File: src/hw/eee_np_defines.svh
`ifndef EEE_NP_DEFINES_SVH
`define EEE_NP_DEFINES_SVH
// register byte offsets
`define OFS_NP_RX 8'h00ea
`define OFS_ADVERT 8'h00ec
`define OFS_WAKE_ERR 8'h00ee
`define OFS_IRQ_STATUS 8'h00f8
`define OFS_IRQ_MASK 8'h00fc
// received page fields
`define NP_MORE_BIT 15
`define NP_ACK_BIT 14
`define NP_MSG_BIT 13
`define NP_COMPLY_BIT 12
`define NP_TOGGLE_BIT 11
`define NP_CODE_MSB 10
`define NP_CODE_RESET 11'h000
// advertisement fields
`define ADV_LOCAL_TX_BIT 1
`define ADV_LOCAL_TX_RESET 1'b1
`define ADV_LOCAL_UNSUP_MSB 6
`define ADV_LOCAL_UNSUP_LSB 2
`define ADV_PARTNER_MSB 14
`define ADV_PARTNER_LSB 9
// wake error counter
`define WAKE_ERR_RESET 16'h0000
`define WAKE_ERR_MAX 16'hffff
`define WAKE_LIMIT_NS 20500
// interrupt status bits
`define IRQ_PAGE_BIT 0
`define IRQ_WAKE_BIT 1
`define IRQ_SAT_BIT 2
`define IRQ_WIDTH 3
`endif

File: src/hw/eee_np_pkg.sv
package eee_np_pkg;
  typedef enum logic [2:0] {
    BUS_IDLE = 3'b001,
    BUS_ACK = 3'b010,
    BUS_DONE = 3'b100
  } bus_state_t;
endpackage

File: src/hw/port_eee_nextpage_status_regs.sv
// Chosen here: register access over Avalon-MM.
`timescale 1ns/1ps
`include "eee_np_defines.svh"
// Summary of operation
// - bit 15 keeps partner more-pages flag
// - bit 14 ack, set after consistent bursts
// - bit 13 marks message versus unformatted page
// - bit 12 is partner comply-ability flag
// - toggle bit inverts previous codeword toggle
// - first toggle inverts base codeword bit 11
// - low eleven bits code field, reset zero
// - bits 9-14 show partner eee abilities
// - local bits 2-6 read-only zero
// - bit 1 writable, resets to one
// - no eee in fiber mode
// - count rising edges of wake-timer-expired
// - counted wake exceeded wake limit time
// - counter saturates at all ones
// - read returns value, then clears counter
// - partner next pages stored here
module port_eee_nextpage_status_regs #(
  parameter int CLK_HZ = 50000000,
  parameter int CNT_W = 16
) (
  input wire logic clk_i, // 50 MHz clock
  input wire logic rstn_i, // async reset, active low
  input wire logic [7:0] avs_address_i, // byte address
  input wire logic avs_read_i, // read request
  input wire logic avs_write_i, // write request
  input wire logic [31:0] avs_writedata_i, // write data
  input wire logic [3:0] avs_byteenable_i, // byte lanes
  output logic [31:0] avs_readdata_o, // read data
  output logic avs_waitrequest_o, // stall
  input wire logic np_valid_i, // one-cycle strobe, page word valid
  input wire logic [15:0] np_word_i, // received page codeword
  input wire logic [5:0] partner_abil_i, // partner eee abilities
  input wire logic fiber_mode_i, // port runs fiber
  input wire logic wake_timer_done_i, // wake timer expired level
  output logic irq_o // level interrupt
);
  localparam int WAKE_CYC = (`WAKE_LIMIT_NS * (CLK_HZ / 1000000) + 999) / 1000;
  localparam logic [CNT_W-1:0] CNT_MAX = {CNT_W{1'b1}};

  eee_np_pkg::bus_state_t st_r;
  logic more_r;
  logic ack_r;
  logic msg_r;
  logic comply_r;
  logic toggle_r;
  logic [`NP_CODE_MSB:0] code_r;
  logic [15:0] np_rx_word;
  logic [5:0] partner_r;
  logic adv_tx_r;
  logic [CNT_W-1:0] wake_cnt_r;
  logic wake_d_r;
  logic page_st_r;
  logic wake_st_r;
  logic sat_st_r;
  logic [`IRQ_WIDTH-1:0] irq_st;
  logic mask_page_r;
  logic mask_wake_r;
  logic mask_sat_r;
  logic [`IRQ_WIDTH-1:0] irq_mask;
  logic sat_hit;
  logic [31:0] rdata_nxt;
  logic wake_rise;
  logic cnt_clr;
  logic cnt_inc;
  logic acc;
  logic wr_go;
  logic rd_go;

  function automatic logic hit(input logic [7:0] a, input logic [7:0] ofs);
    hit = (a == ofs);
  endfunction

  // ==========================================================
  // readback words
  // ==========================================================
  // each register sits in the low half of a 32-bit word; the upper
  // half and every bit not set here read zero
  function automatic logic [31:0] np_word(input logic [15:0] page);
    np_word = 32'h0000_0000;
    np_word[15:0] = page;
  endfunction

  function automatic logic [31:0] advert_word(input logic [5:0] partner, input logic local_tx);
    advert_word = 32'h0000_0000;
    advert_word[`ADV_PARTNER_MSB:`ADV_PARTNER_LSB] = partner;
    advert_word[`ADV_LOCAL_UNSUP_MSB:`ADV_LOCAL_UNSUP_LSB] = 5'h00;
    advert_word[`ADV_LOCAL_TX_BIT] = local_tx;
  endfunction

  function automatic logic [31:0] wake_word(input logic [CNT_W-1:0] count);
    wake_word = 32'h0000_0000;
    wake_word[CNT_W-1:0] = count;
  endfunction

  // shared by the status and the mask register, which have one layout
  function automatic logic [31:0] irq_word(input logic [`IRQ_WIDTH-1:0] bits);
    irq_word = 32'h0000_0000;
    irq_word[`IRQ_WIDTH-1:0] = bits;
  endfunction

  // ==========================================================
  // address decode
  // ==========================================================
  // only exact byte offsets decode; the odd half of each register is
  // a hole, so a misaligned access can never alias onto a neighbour
  logic sel_np;
  logic sel_adv;
  logic sel_wake;
  logic sel_irq_st;
  logic sel_irq_mask;

  logic lane0_wr;
  logic wr_adv;
  logic wr_irq_st;
  logic wr_irq_mask;
  logic page_take;

  assign sel_np = hit(avs_address_i, `OFS_NP_RX);
  assign sel_adv = hit(avs_address_i, `OFS_ADVERT);
  assign sel_wake = hit(avs_address_i, `OFS_WAKE_ERR);
  assign sel_irq_st = hit(avs_address_i, `OFS_IRQ_STATUS);
  assign sel_irq_mask = hit(avs_address_i, `OFS_IRQ_MASK);

  // all writable fields live in byte lane 0
  assign lane0_wr = wr_go & avs_byteenable_i[0];
  assign wr_adv = lane0_wr & sel_adv;
  assign wr_irq_st = lane0_wr & sel_irq_st;
  assign wr_irq_mask = lane0_wr & sel_irq_mask;

  // a fiber port has no eee, so a page strobe there is dropped
  assign page_take = np_valid_i & ~fiber_mode_i;

  // ==========================================================
  // bus slave
  // ==========================================================
  // every access gets one wait cycle so read data is registered
  assign acc = (avs_read_i | avs_write_i) & (st_r == eee_np_pkg::BUS_IDLE);
  assign wr_go = avs_write_i & (st_r == eee_np_pkg::BUS_ACK);
  assign rd_go = avs_read_i & (st_r == eee_np_pkg::BUS_ACK);

  always_ff @(posedge clk_i or negedge rstn_i) begin
    if (!rstn_i) begin
      st_r <= eee_np_pkg::BUS_IDLE;
    end else begin
      case (st_r)
        eee_np_pkg::BUS_IDLE: begin
          if (acc) begin
            st_r <= eee_np_pkg::BUS_ACK;
          end
        end
        eee_np_pkg::BUS_ACK: st_r <= eee_np_pkg::BUS_DONE;
        eee_np_pkg::BUS_DONE: st_r <= eee_np_pkg::BUS_IDLE;
        default: st_r <= eee_np_pkg::BUS_IDLE;
      endcase
    end
  end

  always_ff @(posedge clk_i or negedge rstn_i) begin
    if (!rstn_i) begin
      avs_waitrequest_o <= 1'b1;
    end else begin
      avs_waitrequest_o <= ~acc;
    end
  end

  always_comb begin
    rdata_nxt = 32'h0000_0000;
    if (sel_np) begin
      rdata_nxt = np_word(np_rx_word);
    end else if (sel_adv) begin
      rdata_nxt = advert_word(partner_r, adv_tx_r);
    end else if (sel_wake) begin
      rdata_nxt = wake_word(wake_cnt_r);
    end else if (sel_irq_st) begin
      rdata_nxt = irq_word(irq_st);
    end else if (sel_irq_mask) begin
      rdata_nxt = irq_word(irq_mask);
    end
  end

  always_ff @(posedge clk_i or negedge rstn_i) begin
    if (!rstn_i) begin
      avs_readdata_o <= 32'h0000_0000;
    end else if (acc) begin
      avs_readdata_o <= rdata_nxt;
    end
  end

  // ==========================================================
  // received next page
  // ==========================================================
  // the word is stored as received; ack/toggle sequencing is the
  // arbitration logic's job, the register only reflects it
  always_ff @(posedge clk_i or negedge rstn_i) begin
    if (!rstn_i) begin
      more_r <= 1'b0;
    end else if (page_take) begin
      more_r <= np_word_i[`NP_MORE_BIT];
    end
  end

  always_ff @(posedge clk_i or negedge rstn_i) begin
    if (!rstn_i) begin
      ack_r <= 1'b0;
    end else if (page_take) begin
      ack_r <= np_word_i[`NP_ACK_BIT];
    end
  end

  always_ff @(posedge clk_i or negedge rstn_i) begin
    if (!rstn_i) begin
      msg_r <= 1'b0;
    end else if (page_take) begin
      msg_r <= np_word_i[`NP_MSG_BIT];
    end
  end

  always_ff @(posedge clk_i or negedge rstn_i) begin
    if (!rstn_i) begin
      comply_r <= 1'b0;
    end else if (page_take) begin
      comply_r <= np_word_i[`NP_COMPLY_BIT];
    end
  end

  // the toggle is kept as sent, so software can see a lost page as a
  // toggle that failed to flip
  always_ff @(posedge clk_i or negedge rstn_i) begin
    if (!rstn_i) begin
      toggle_r <= 1'b0;
    end else if (page_take) begin
      toggle_r <= np_word_i[`NP_TOGGLE_BIT];
    end
  end

  always_ff @(posedge clk_i or negedge rstn_i) begin
    if (!rstn_i) begin
      code_r <= `NP_CODE_RESET;
    end else if (page_take) begin
      code_r <= np_word_i[`NP_CODE_MSB:0];
    end
  end

  assign np_rx_word = {more_r, ack_r, msg_r, comply_r, toggle_r, code_r};

  // ==========================================================
  // advertisement
  // ==========================================================
  always_ff @(posedge clk_i or negedge rstn_i) begin
    if (!rstn_i) begin
      partner_r <= 6'h00;
    end else if (fiber_mode_i) begin
      partner_r <= 6'h00;
    end else if (np_valid_i) begin
      partner_r <= partner_abil_i;
    end
  end

  // disabling eee itself is done through the control register elsewhere
  always_ff @(posedge clk_i or negedge rstn_i) begin
    if (!rstn_i) begin
      adv_tx_r <= `ADV_LOCAL_TX_RESET;
    end else if (wr_adv) begin
      adv_tx_r <= avs_writedata_i[`ADV_LOCAL_TX_BIT];
    end
  end

  // ==========================================================
  // wake error counter
  // ==========================================================
  // the wake timer sized by WAKE_CYC lives outside; its done level is sampled
  assign wake_rise = wake_timer_done_i & ~wake_d_r & ~fiber_mode_i;
  assign cnt_clr = rd_go && sel_wake;
  assign cnt_inc = wake_rise && (wake_cnt_r != CNT_MAX);
  // the event that lifts the counter onto all ones
  assign sat_hit = wake_rise && (wake_cnt_r == CNT_MAX - CNT_W'(1));

  always_ff @(posedge clk_i or negedge rstn_i) begin
    if (!rstn_i) begin
      wake_d_r <= 1'b0;
    end else begin
      wake_d_r <= wake_timer_done_i;
    end
  end

  // an event coinciding with the clearing read is kept as a count of one
  always_ff @(posedge clk_i or negedge rstn_i) begin
    if (!rstn_i) begin
      wake_cnt_r <= CNT_W'(`WAKE_ERR_RESET);
    end else if (cnt_clr) begin
      wake_cnt_r <= wake_rise ? CNT_W'(1) : CNT_W'(`WAKE_ERR_RESET);
    end else if (cnt_inc) begin
      wake_cnt_r <= wake_cnt_r + CNT_W'(1);
    end
  end

  // ==========================================================
  // interrupts
  // ==========================================================
  // an event wins over a same-cycle write-one-to-clear, so none is lost
  always_ff @(posedge clk_i or negedge rstn_i) begin
    if (!rstn_i) begin
      page_st_r <= 1'b0;
    end else if (page_take) begin
      page_st_r <= 1'b1;
    end else if (wr_irq_st && avs_writedata_i[`IRQ_PAGE_BIT]) begin
      page_st_r <= 1'b0;
    end
  end

  always_ff @(posedge clk_i or negedge rstn_i) begin
    if (!rstn_i) begin
      wake_st_r <= 1'b0;
    end else if (wake_rise) begin
      wake_st_r <= 1'b1;
    end else if (wr_irq_st && avs_writedata_i[`IRQ_WAKE_BIT]) begin
      wake_st_r <= 1'b0;
    end
  end

  always_ff @(posedge clk_i or negedge rstn_i) begin
    if (!rstn_i) begin
      sat_st_r <= 1'b0;
    end else if (sat_hit) begin
      sat_st_r <= 1'b1;
    end else if (wr_irq_st && avs_writedata_i[`IRQ_SAT_BIT]) begin
      sat_st_r <= 1'b0;
    end
  end

  always_comb begin
    irq_st = '0;
    irq_st[`IRQ_PAGE_BIT] = page_st_r;
    irq_st[`IRQ_WAKE_BIT] = wake_st_r;
    irq_st[`IRQ_SAT_BIT] = sat_st_r;
  end

  always_ff @(posedge clk_i or negedge rstn_i) begin
    if (!rstn_i) begin
      mask_page_r <= 1'b0;
    end else if (wr_irq_mask) begin
      mask_page_r <= avs_writedata_i[`IRQ_PAGE_BIT];
    end
  end

  always_ff @(posedge clk_i or negedge rstn_i) begin
    if (!rstn_i) begin
      mask_wake_r <= 1'b0;
    end else if (wr_irq_mask) begin
      mask_wake_r <= avs_writedata_i[`IRQ_WAKE_BIT];
    end
  end

  always_ff @(posedge clk_i or negedge rstn_i) begin
    if (!rstn_i) begin
      mask_sat_r <= 1'b0;
    end else if (wr_irq_mask) begin
      mask_sat_r <= avs_writedata_i[`IRQ_SAT_BIT];
    end
  end

  always_comb begin
    irq_mask = '0;
    irq_mask[`IRQ_PAGE_BIT] = mask_page_r;
    irq_mask[`IRQ_WAKE_BIT] = mask_wake_r;
    irq_mask[`IRQ_SAT_BIT] = mask_sat_r;
  end

  // registered so the pin never glitches; it lags the status by a cycle
  always_ff @(posedge clk_i or negedge rstn_i) begin
    if (!rstn_i) begin
      irq_o <= 1'b0;
    end else begin
      irq_o <= |(irq_st & irq_mask);
    end
  end
endmodule

File: config.mk
export PLATFORM = sky130hd
export DESIGN_NAME = port_eee_nextpage_status_regs
export DESIGN_NICKNAME = d
export VERILOG_FILES = /design/src/hw/eee_np_pkg.sv /design/src/hw/port_eee_nextpage_status_regs.sv
export VERILOG_INCLUDE_DIRS = /design/src /design/src/hw
export SDC_FILE = /design/constraint.sdc
export NUM_CORES = 1
export LEC_CHECK = 0
export ABC_CLOCK_PERIOD_IN_PS = 2700
export BUFFER_PORTS_ARGS = -buffer_cell sky130_fd_sc_hd__clkbuf_2
export CORE_AREA = 4 4 86 88
export CTS_BUF_LIST = sky130_fd_sc_hd__clkbuf_8
export DETAILED_ROUTE_END_ITERATION = 8
export DIE_AREA = 0 0 90 92
export PLACE_DENSITY_LB_ADDON = 0.1
export SYNTH_ARGS = -nofsm -noshare
export SYNTH_HDL_FRONTEND = slang
export SYNTH_SLANG_ARGS = --single-unit
export TNS_END_PERCENT = 5
File: constraint.sdc
create_clock -name clk_i -period 2.7 [get_ports clk_i]
set_input_delay 0 -clock clk_i [delete_from_list [all_inputs] [get_ports clk_i]]
set_output_delay 0 -clock clk_i [all_outputs]
set_load 0.02 [all_outputs]
# == Word-level counts from Yosys, hierarchy flattened ==
# Index checks and enable logic that the tools add are counted.
# word_totals
ff_bits,83
latch_bits,0
ramBits,0
mem_bits_ro,0
input_bits,73
out_inout_bits,34
word_cells,76
memories,0
# op_classes
addsub,1
n_mul,0
div_mod_pow,0
magnitude_cmp,0
eq_ne,10
n_shift,0
muxes,18
bitwise_logic,15
reduce_logical,12
# ops
cell,n
two-way mux 16 bit,5
== test 8 bit (second input constant),5
adder 16 x 1 -> 16 bit (second input constant),1
== test 16 bit (second input constant),1
!= test 16 bit (second input constant),1
two-way mux 6 bit,2
AND 1 bit,10
nonzero test 2 bit,5
two-way mux 3 bit,3
two-way mux 1 bit,7
logical AND 1 bit,6
case mux 3 bit (2 select lines),1
AND 3 bit,1
== test 3 x 1 -> 1 bit (second input constant),1
== test 3 x 2 -> 1 bit (second input constant),1
inverter 1 bit,3
OR reduction 3 bit,1
!= test 2 bit (second input constant),1
bitwise OR 1 bit,1

# == Longest topological paths before layout ==
# depth
depth_word,7
depth_mapped,6
depth_no_buf,5

# == Least setup slack after synthesis ==
# OpenSTA, ideal clock, no wires.
# synth_timing
kind,reg2reg
start,register wake_cnt_r[3]
end,register wake_cnt_r[13]
setup_ns,0.077
t_arrival_ns,1.821
t_required_ns,2.623
slack_ns,0.802
stages_incl_launch_ff,6
path_buffers,1
synth_period_minus_slack_ns,1.898
cell_sequence,dfrtp_1 > nand4_2 > or4_1 > buf_2 > or4_1 > a21oi_1
# synth_via
elab_chain_len,3
elab_cells_between_ends,6
cone_classes,1 x add/sub; 1 x eq/ne; 2 x mux; 2 x reduce/logical
# synth_rtl
item,line,text
"start, declared",port_eee_nextpage_status_regs.sv:54,logic [CNT_W-1:0] wake_cnt_r;
"start signal, assigned",port_eee_nextpage_status_regs.sv:293,wake_cnt_r <= CNT_W'(`WAKE_ERR_RESET);
"start signal, assigned",port_eee_nextpage_status_regs.sv:295,wake_cnt_r <= wake_rise ? CNT_W'(1) : CNT_W'(`WAKE_ERR_RESET);
"start signal, assigned",port_eee_nextpage_status_regs.sv:297,wake_cnt_r <= wake_cnt_r + CNT_W'(1);
adder 16 x 1 -> 16 bit / != test 16 bit (equally long branches),"port_eee_nextpage_status_regs.sv:297, port_eee_nextpage_status_regs.sv:278",
two-way mux 16 bit / logical AND 1 bit (equally long branches),"port_eee_nextpage_status_regs.sv:296, port_eee_nextpage_status_regs.sv:278",
two-way mux 16 bit / nonzero test 2 bit (equally long branches),-,
# Parallel ways exist; a longest one is shown, timed or not. The select of a mux whose other input is x is not followed.
# A chain may end at the register's enable or synchronous reset.

# == Worst setup path in the final report ==
# layout_timing
start,register wake_cnt_r[1]
end,register wake_cnt_r[14]
# Same word-level chain as after synthesis.

==> results.txt <==
* Share of synthesized area occupied by flip-flops and latches: 49.1%
- Required time at the endpoint of the critical path: 2.95 ns
- Syn Area/Cell: 10.6 um2
* Worst clock skew: 0.00984 ns
* Port-buffer cells: 58
- Yosys mapped a number of flops with a built-in enable equal to 0.
* Wirelength per Cell: 16.2 um
* Mux cell area share after synthesis: 11.5%
- Using the TritonRoute via totals, the vias-per-cell ratio works out to 5.63.
- Initial drt markers: 150
- Dividing the final minimum period by the clock period gives 77.3%.
- No sink is reached through more buffers than the 2 on the longest clock path.
* Post-synthesis share of cell area spent on and, or, nand and nor gates: 18.0%
- The largest single stage delay on the critical path is 0.58 ns.
- In the final timing run, aggregate negative setup slack is 0 ns.
- From left edge to right edge, the die measures 90 um.
* Area Overhead vs Synth: 23.6%
* Post-cts resize count: 0
- The die covers 8280 um2.
- Cells after synthesis: 323
* Relative slew slack: 44.3%
- In the synthesized netlist the dominant register cell turns out to be sky130_fd_sc_hd__dfrtp_1.
- Data on the critical path arrives at its endpoint at 2.34 ns.
- Share of flip-flops with an asynchronous set or reset after synthesis: 100%
- Proportion of layout cells with a drive suffix above 1: 28.4%
- Area share of the leading cell type in the synthesized netlist: 46.8%
- Sinks on Clock Net: 67
- Final-report hold violation count: 0
- The critical path in this run is classified as reg2reg.
* Post-detailed-routing wire length: 8.03 mm
* Highest attainable clock frequency: 479 MHz
- Routability-driven placement congestion ratio: 0.814
* Cts bufs inserted: 9
- Count of vias placed by the detailed router: 2,791
- The H-tree generated during clock tree synthesis spans 3 levels.
* Flip-flop and latch count after synthesis: 67
* Peak supply drop: 0.000303 V
- The number of setup buffers added after CTS is 0.
- By area, the combinational part of the netlist is dominated by simple AND/OR/NAND/NOR gates.
* Area contributors post-synth: sky130_fd_sc_hd__dfrtp_1, sky130_fd_sc_hd__mux2_2, sky130_fd_sc_hd__buf_4
* CTS Hold Bufs: 33
- The first detailed-routing pass took 4 iterations.
* Number of unique standard cell types used by synthesis: 57
- Number of antenna repair diodes: 0
- Setup repair after global routing left no endpoint under its margin.
* XOR/XNOR Fraction of Synth Area: 0%
- Setup violations remaining at the end of the flow were counted as 0.
- The synthesized netlist occupies a cell area of 3420 um2.
* CORE AREA: 6640 um2
- The detail route stage leaves a number of antenna-violating nets equal to 0.
- The first global-routing pass estimated 13.4 mm of wire.
- Die H: 92 um
- DRC violation count after routing: 0
- Utilization of the core after routing: 63.6%
- Of all cell types, the one taking the most synthesized area is sky130_fd_sc_hd__dfrtp_1.
- After layout, the worst setup slack is 0.613 ns.
* Yosys Warn Count: 0
* Clk slew on worst S/H paths: 0.07 ns
- Rows: 30
* Pre-CTS setup slack: 0.612 ns
* Compound-cell area share of the yosys netlist: 13.6%
- Global routing used 20.2% of the available tracks.
- The worst hold path belongs to the class in2reg.
- After global routing the overflow that remains totals 0.
* Transition time at the pin with the least slew margin: 0.836 ns
- Of the total synthesized cell area, the portion taken by full adders, half adders and majority gates is 0.732%.
* Cell with the most instances after synthesis: sky130_fd_sc_hd__dfrtp_1
* Clock Tree Root: sky130_fd_sc_hd__clkbuf_8
* Power per standard cell area: 674 nW/um2
- Critical path cell sequence: ha_1 > and2_0 > nand4_1 > or4_1 > a21oi_1
- Filler Cell Count: 539
- Type of element capturing the critical path: flop
- I/O pin cnt: 107
- The number of max-slew violations in the final report is 0.
- Number of antenna violations at the first check in global routing: 0
* Bufs and invs on worst path: 0
- In this run the cell area measured after placement is 3700 um2.
- The slowest stage of the critical path belongs to the cell sky130_fd_sc_hd__or4_1.
- Post-route cell area: 4230 um2
- Of all nets on the critical path, the largest fanout is 8.
* Clk Latency, worst-skew pair: 0.33 ns
* Number of maximum-capacitance constraint violations: 0
* TritonCTS clock tree: done
- Initial standard-cell utilization of the core: 51.5%
- Critical path startpoint category: flop
* Number of global-route vias before repair: 2,800
- Detailed Place HPWL: 5.58 mm
- By count the netlist is led by sky130_fd_sc_hd__dfrtp_1, sky130_fd_sc_hd__mux2_2, sky130_fd_sc_hd__nor2_1, sky130_fd_sc_hd__buf_4, sky130_fd_sc_hd__nand3_1.
- Critical path's top delay family: simple AND/OR/NAND/NOR gates
- Leakage power summed over all cells: 1.94 nW
* Status: completed
- The final layout contains 486 nets.
- Post-layout min period: 2.09 ns
* Maximum number of pins on one net before global-route repair: 68
==> layout by cell type (no fill, tap or decap), types with 5 or more instances in the layout <==
cell,instances
sky130_fd_sc_hd__nor2b_1,5
sky130_fd_sc_hd__a21oi_1,13
sky130_fd_sc_hd__nor2_1,27
sky130_fd_sc_hd__inv_1,7
sky130_fd_sc_hd__clkbuf_2,58
sky130_fd_sc_hd__nand2_1,14
sky130_fd_sc_hd__mux2i_1,9
sky130_fd_sc_hd__nand4_1,5
sky130_fd_sc_hd__a221oi_1,7
sky130_fd_sc_hd__conb_1,16
sky130_fd_sc_hd__nand3_1,17
sky130_fd_sc_hd__or4_1,6
sky130_fd_sc_hd__buf_4,6
sky130_fd_sc_hd__mux2_2,27
sky130_fd_sc_hd__o21ai_0,10
sky130_fd_sc_hd__dfrtp_1,64
sky130_fd_sc_hd__dlygate4sd3_1,33
sky130_fd_sc_hd__a22oi_1,6
sky130_fd_sc_hd__clkbuf_8,10
==> worst register-to-register path, delay by kind of cell, from the launching register on <==
| family | cells | cell delay (ns) |
|---|---|---|
| flip-flops | 1 | 0.42 |
| AO/OA/AOI/OAI | 1 | 0.15 |
| adder cells (fa/ha/maj) | 1 | 0.22 |
| AND/OR/NAND/NOR | 3 | 1.22 |
==> final timing paths <==
check | startpoint | to | slack, ns | depth (start not counted)
worst max-delay path | wake_cnt_r[1]$_DFFE_PN0P_ | wake_cnt_r[14]$_DFFE_PN0P_ | 0.61 | 5
worst min-delay path | avs_write_i | st_r[1]$_DFFE_PN0P_ | 0.05 | 2
worst max register to register | wake_cnt_r[1]$_DFFE_PN0P_ | wake_cnt_r[14]$_DFFE_PN0P_ | 0.61 | 5
worst min register to register | avs_readdata_o[1]$_DFFE_PN0P_ | avs_readdata_o[1]$_DFFE_PN0P_ | 0.49 | 2
max in group asynchronous | rstn_i | avs_readdata_o[2]$_DFFE_PN0P_ | 1.76 | 3
min in group asynchronous | rstn_i | irq_o$_DFF_PN0_ | 0.37 | 3
==> cells by family after synthesis <==
kind of cell	after synthesis
AOI/OAI and AO/OA	66
adders and majority gates	2
buffers and inverters	41
DFF	67
muxes	36
other	1
and+or+nand+nor	110
==> routing by layer <==
layer | GRT usage, % | vias up | share of wire (%)
met3 | 4.35 | 16 | 5.7
li1 | - | 1352 | -
met4 | 9.18 | 0 | 2.3
met5 | 0 | - | 0
met2 | 31.7 | 77 | 48
met1 | 26.9 | 1346 | 44
==> through the flow <==
stage          instances  hold slack (ns)  power [mW]
6_report             496           0.0466        2.85
5_1_grt              496           0.0906        3.03
4_1_cts              496           0.0367        2.88
3_5_place_dp         447            0.162        2.02
3_3_place_gp         447            0.147        2.00
2_1_floorplan        338           -0.296        1.79
==> where the power goes <==
part	total, mW	switching (mW)	internal, mW
sequential	1.32	0.129	1.19
clock	0.811	0.367	0.443
combinational	0.722	0.425	0.296
==> cell type report <==
class / count / area (um2) / area share [%]
well taps: 80 / 100 / 2.37
clock inverters: 6 / 56.3 / 1.33
inverters: 6 / 22.5 / 0.533
clock buffers: 10 / 138 / 3.26
repair buffers: 97 / 666 / 15.8
multi-input cells: 230 / 1560 / 37.0
flip-flops and latches: 67 / 1680 / 39.8
==> sequential cells by signal, summed over array words and instances (netlist names) <==
signal             flops
toggle_r               1
msg_r                  1
wake_cnt_r            16
mask_page_r            1
mask_wake_r            1
code_r                11
ack_r                  1
page_st_r              1
more_r                 1
wake_d_r               1
partner_r              6
wake_st_r              1
avs_waitrequest_o      1
avs_readdata_o        16
mask_sat_r             1
st_r                   3
comply_r               1
sat_st_r               1
adv_tx_r               1
irq_o                  1
Note: power is estimated with default switching activity, not from simulation.
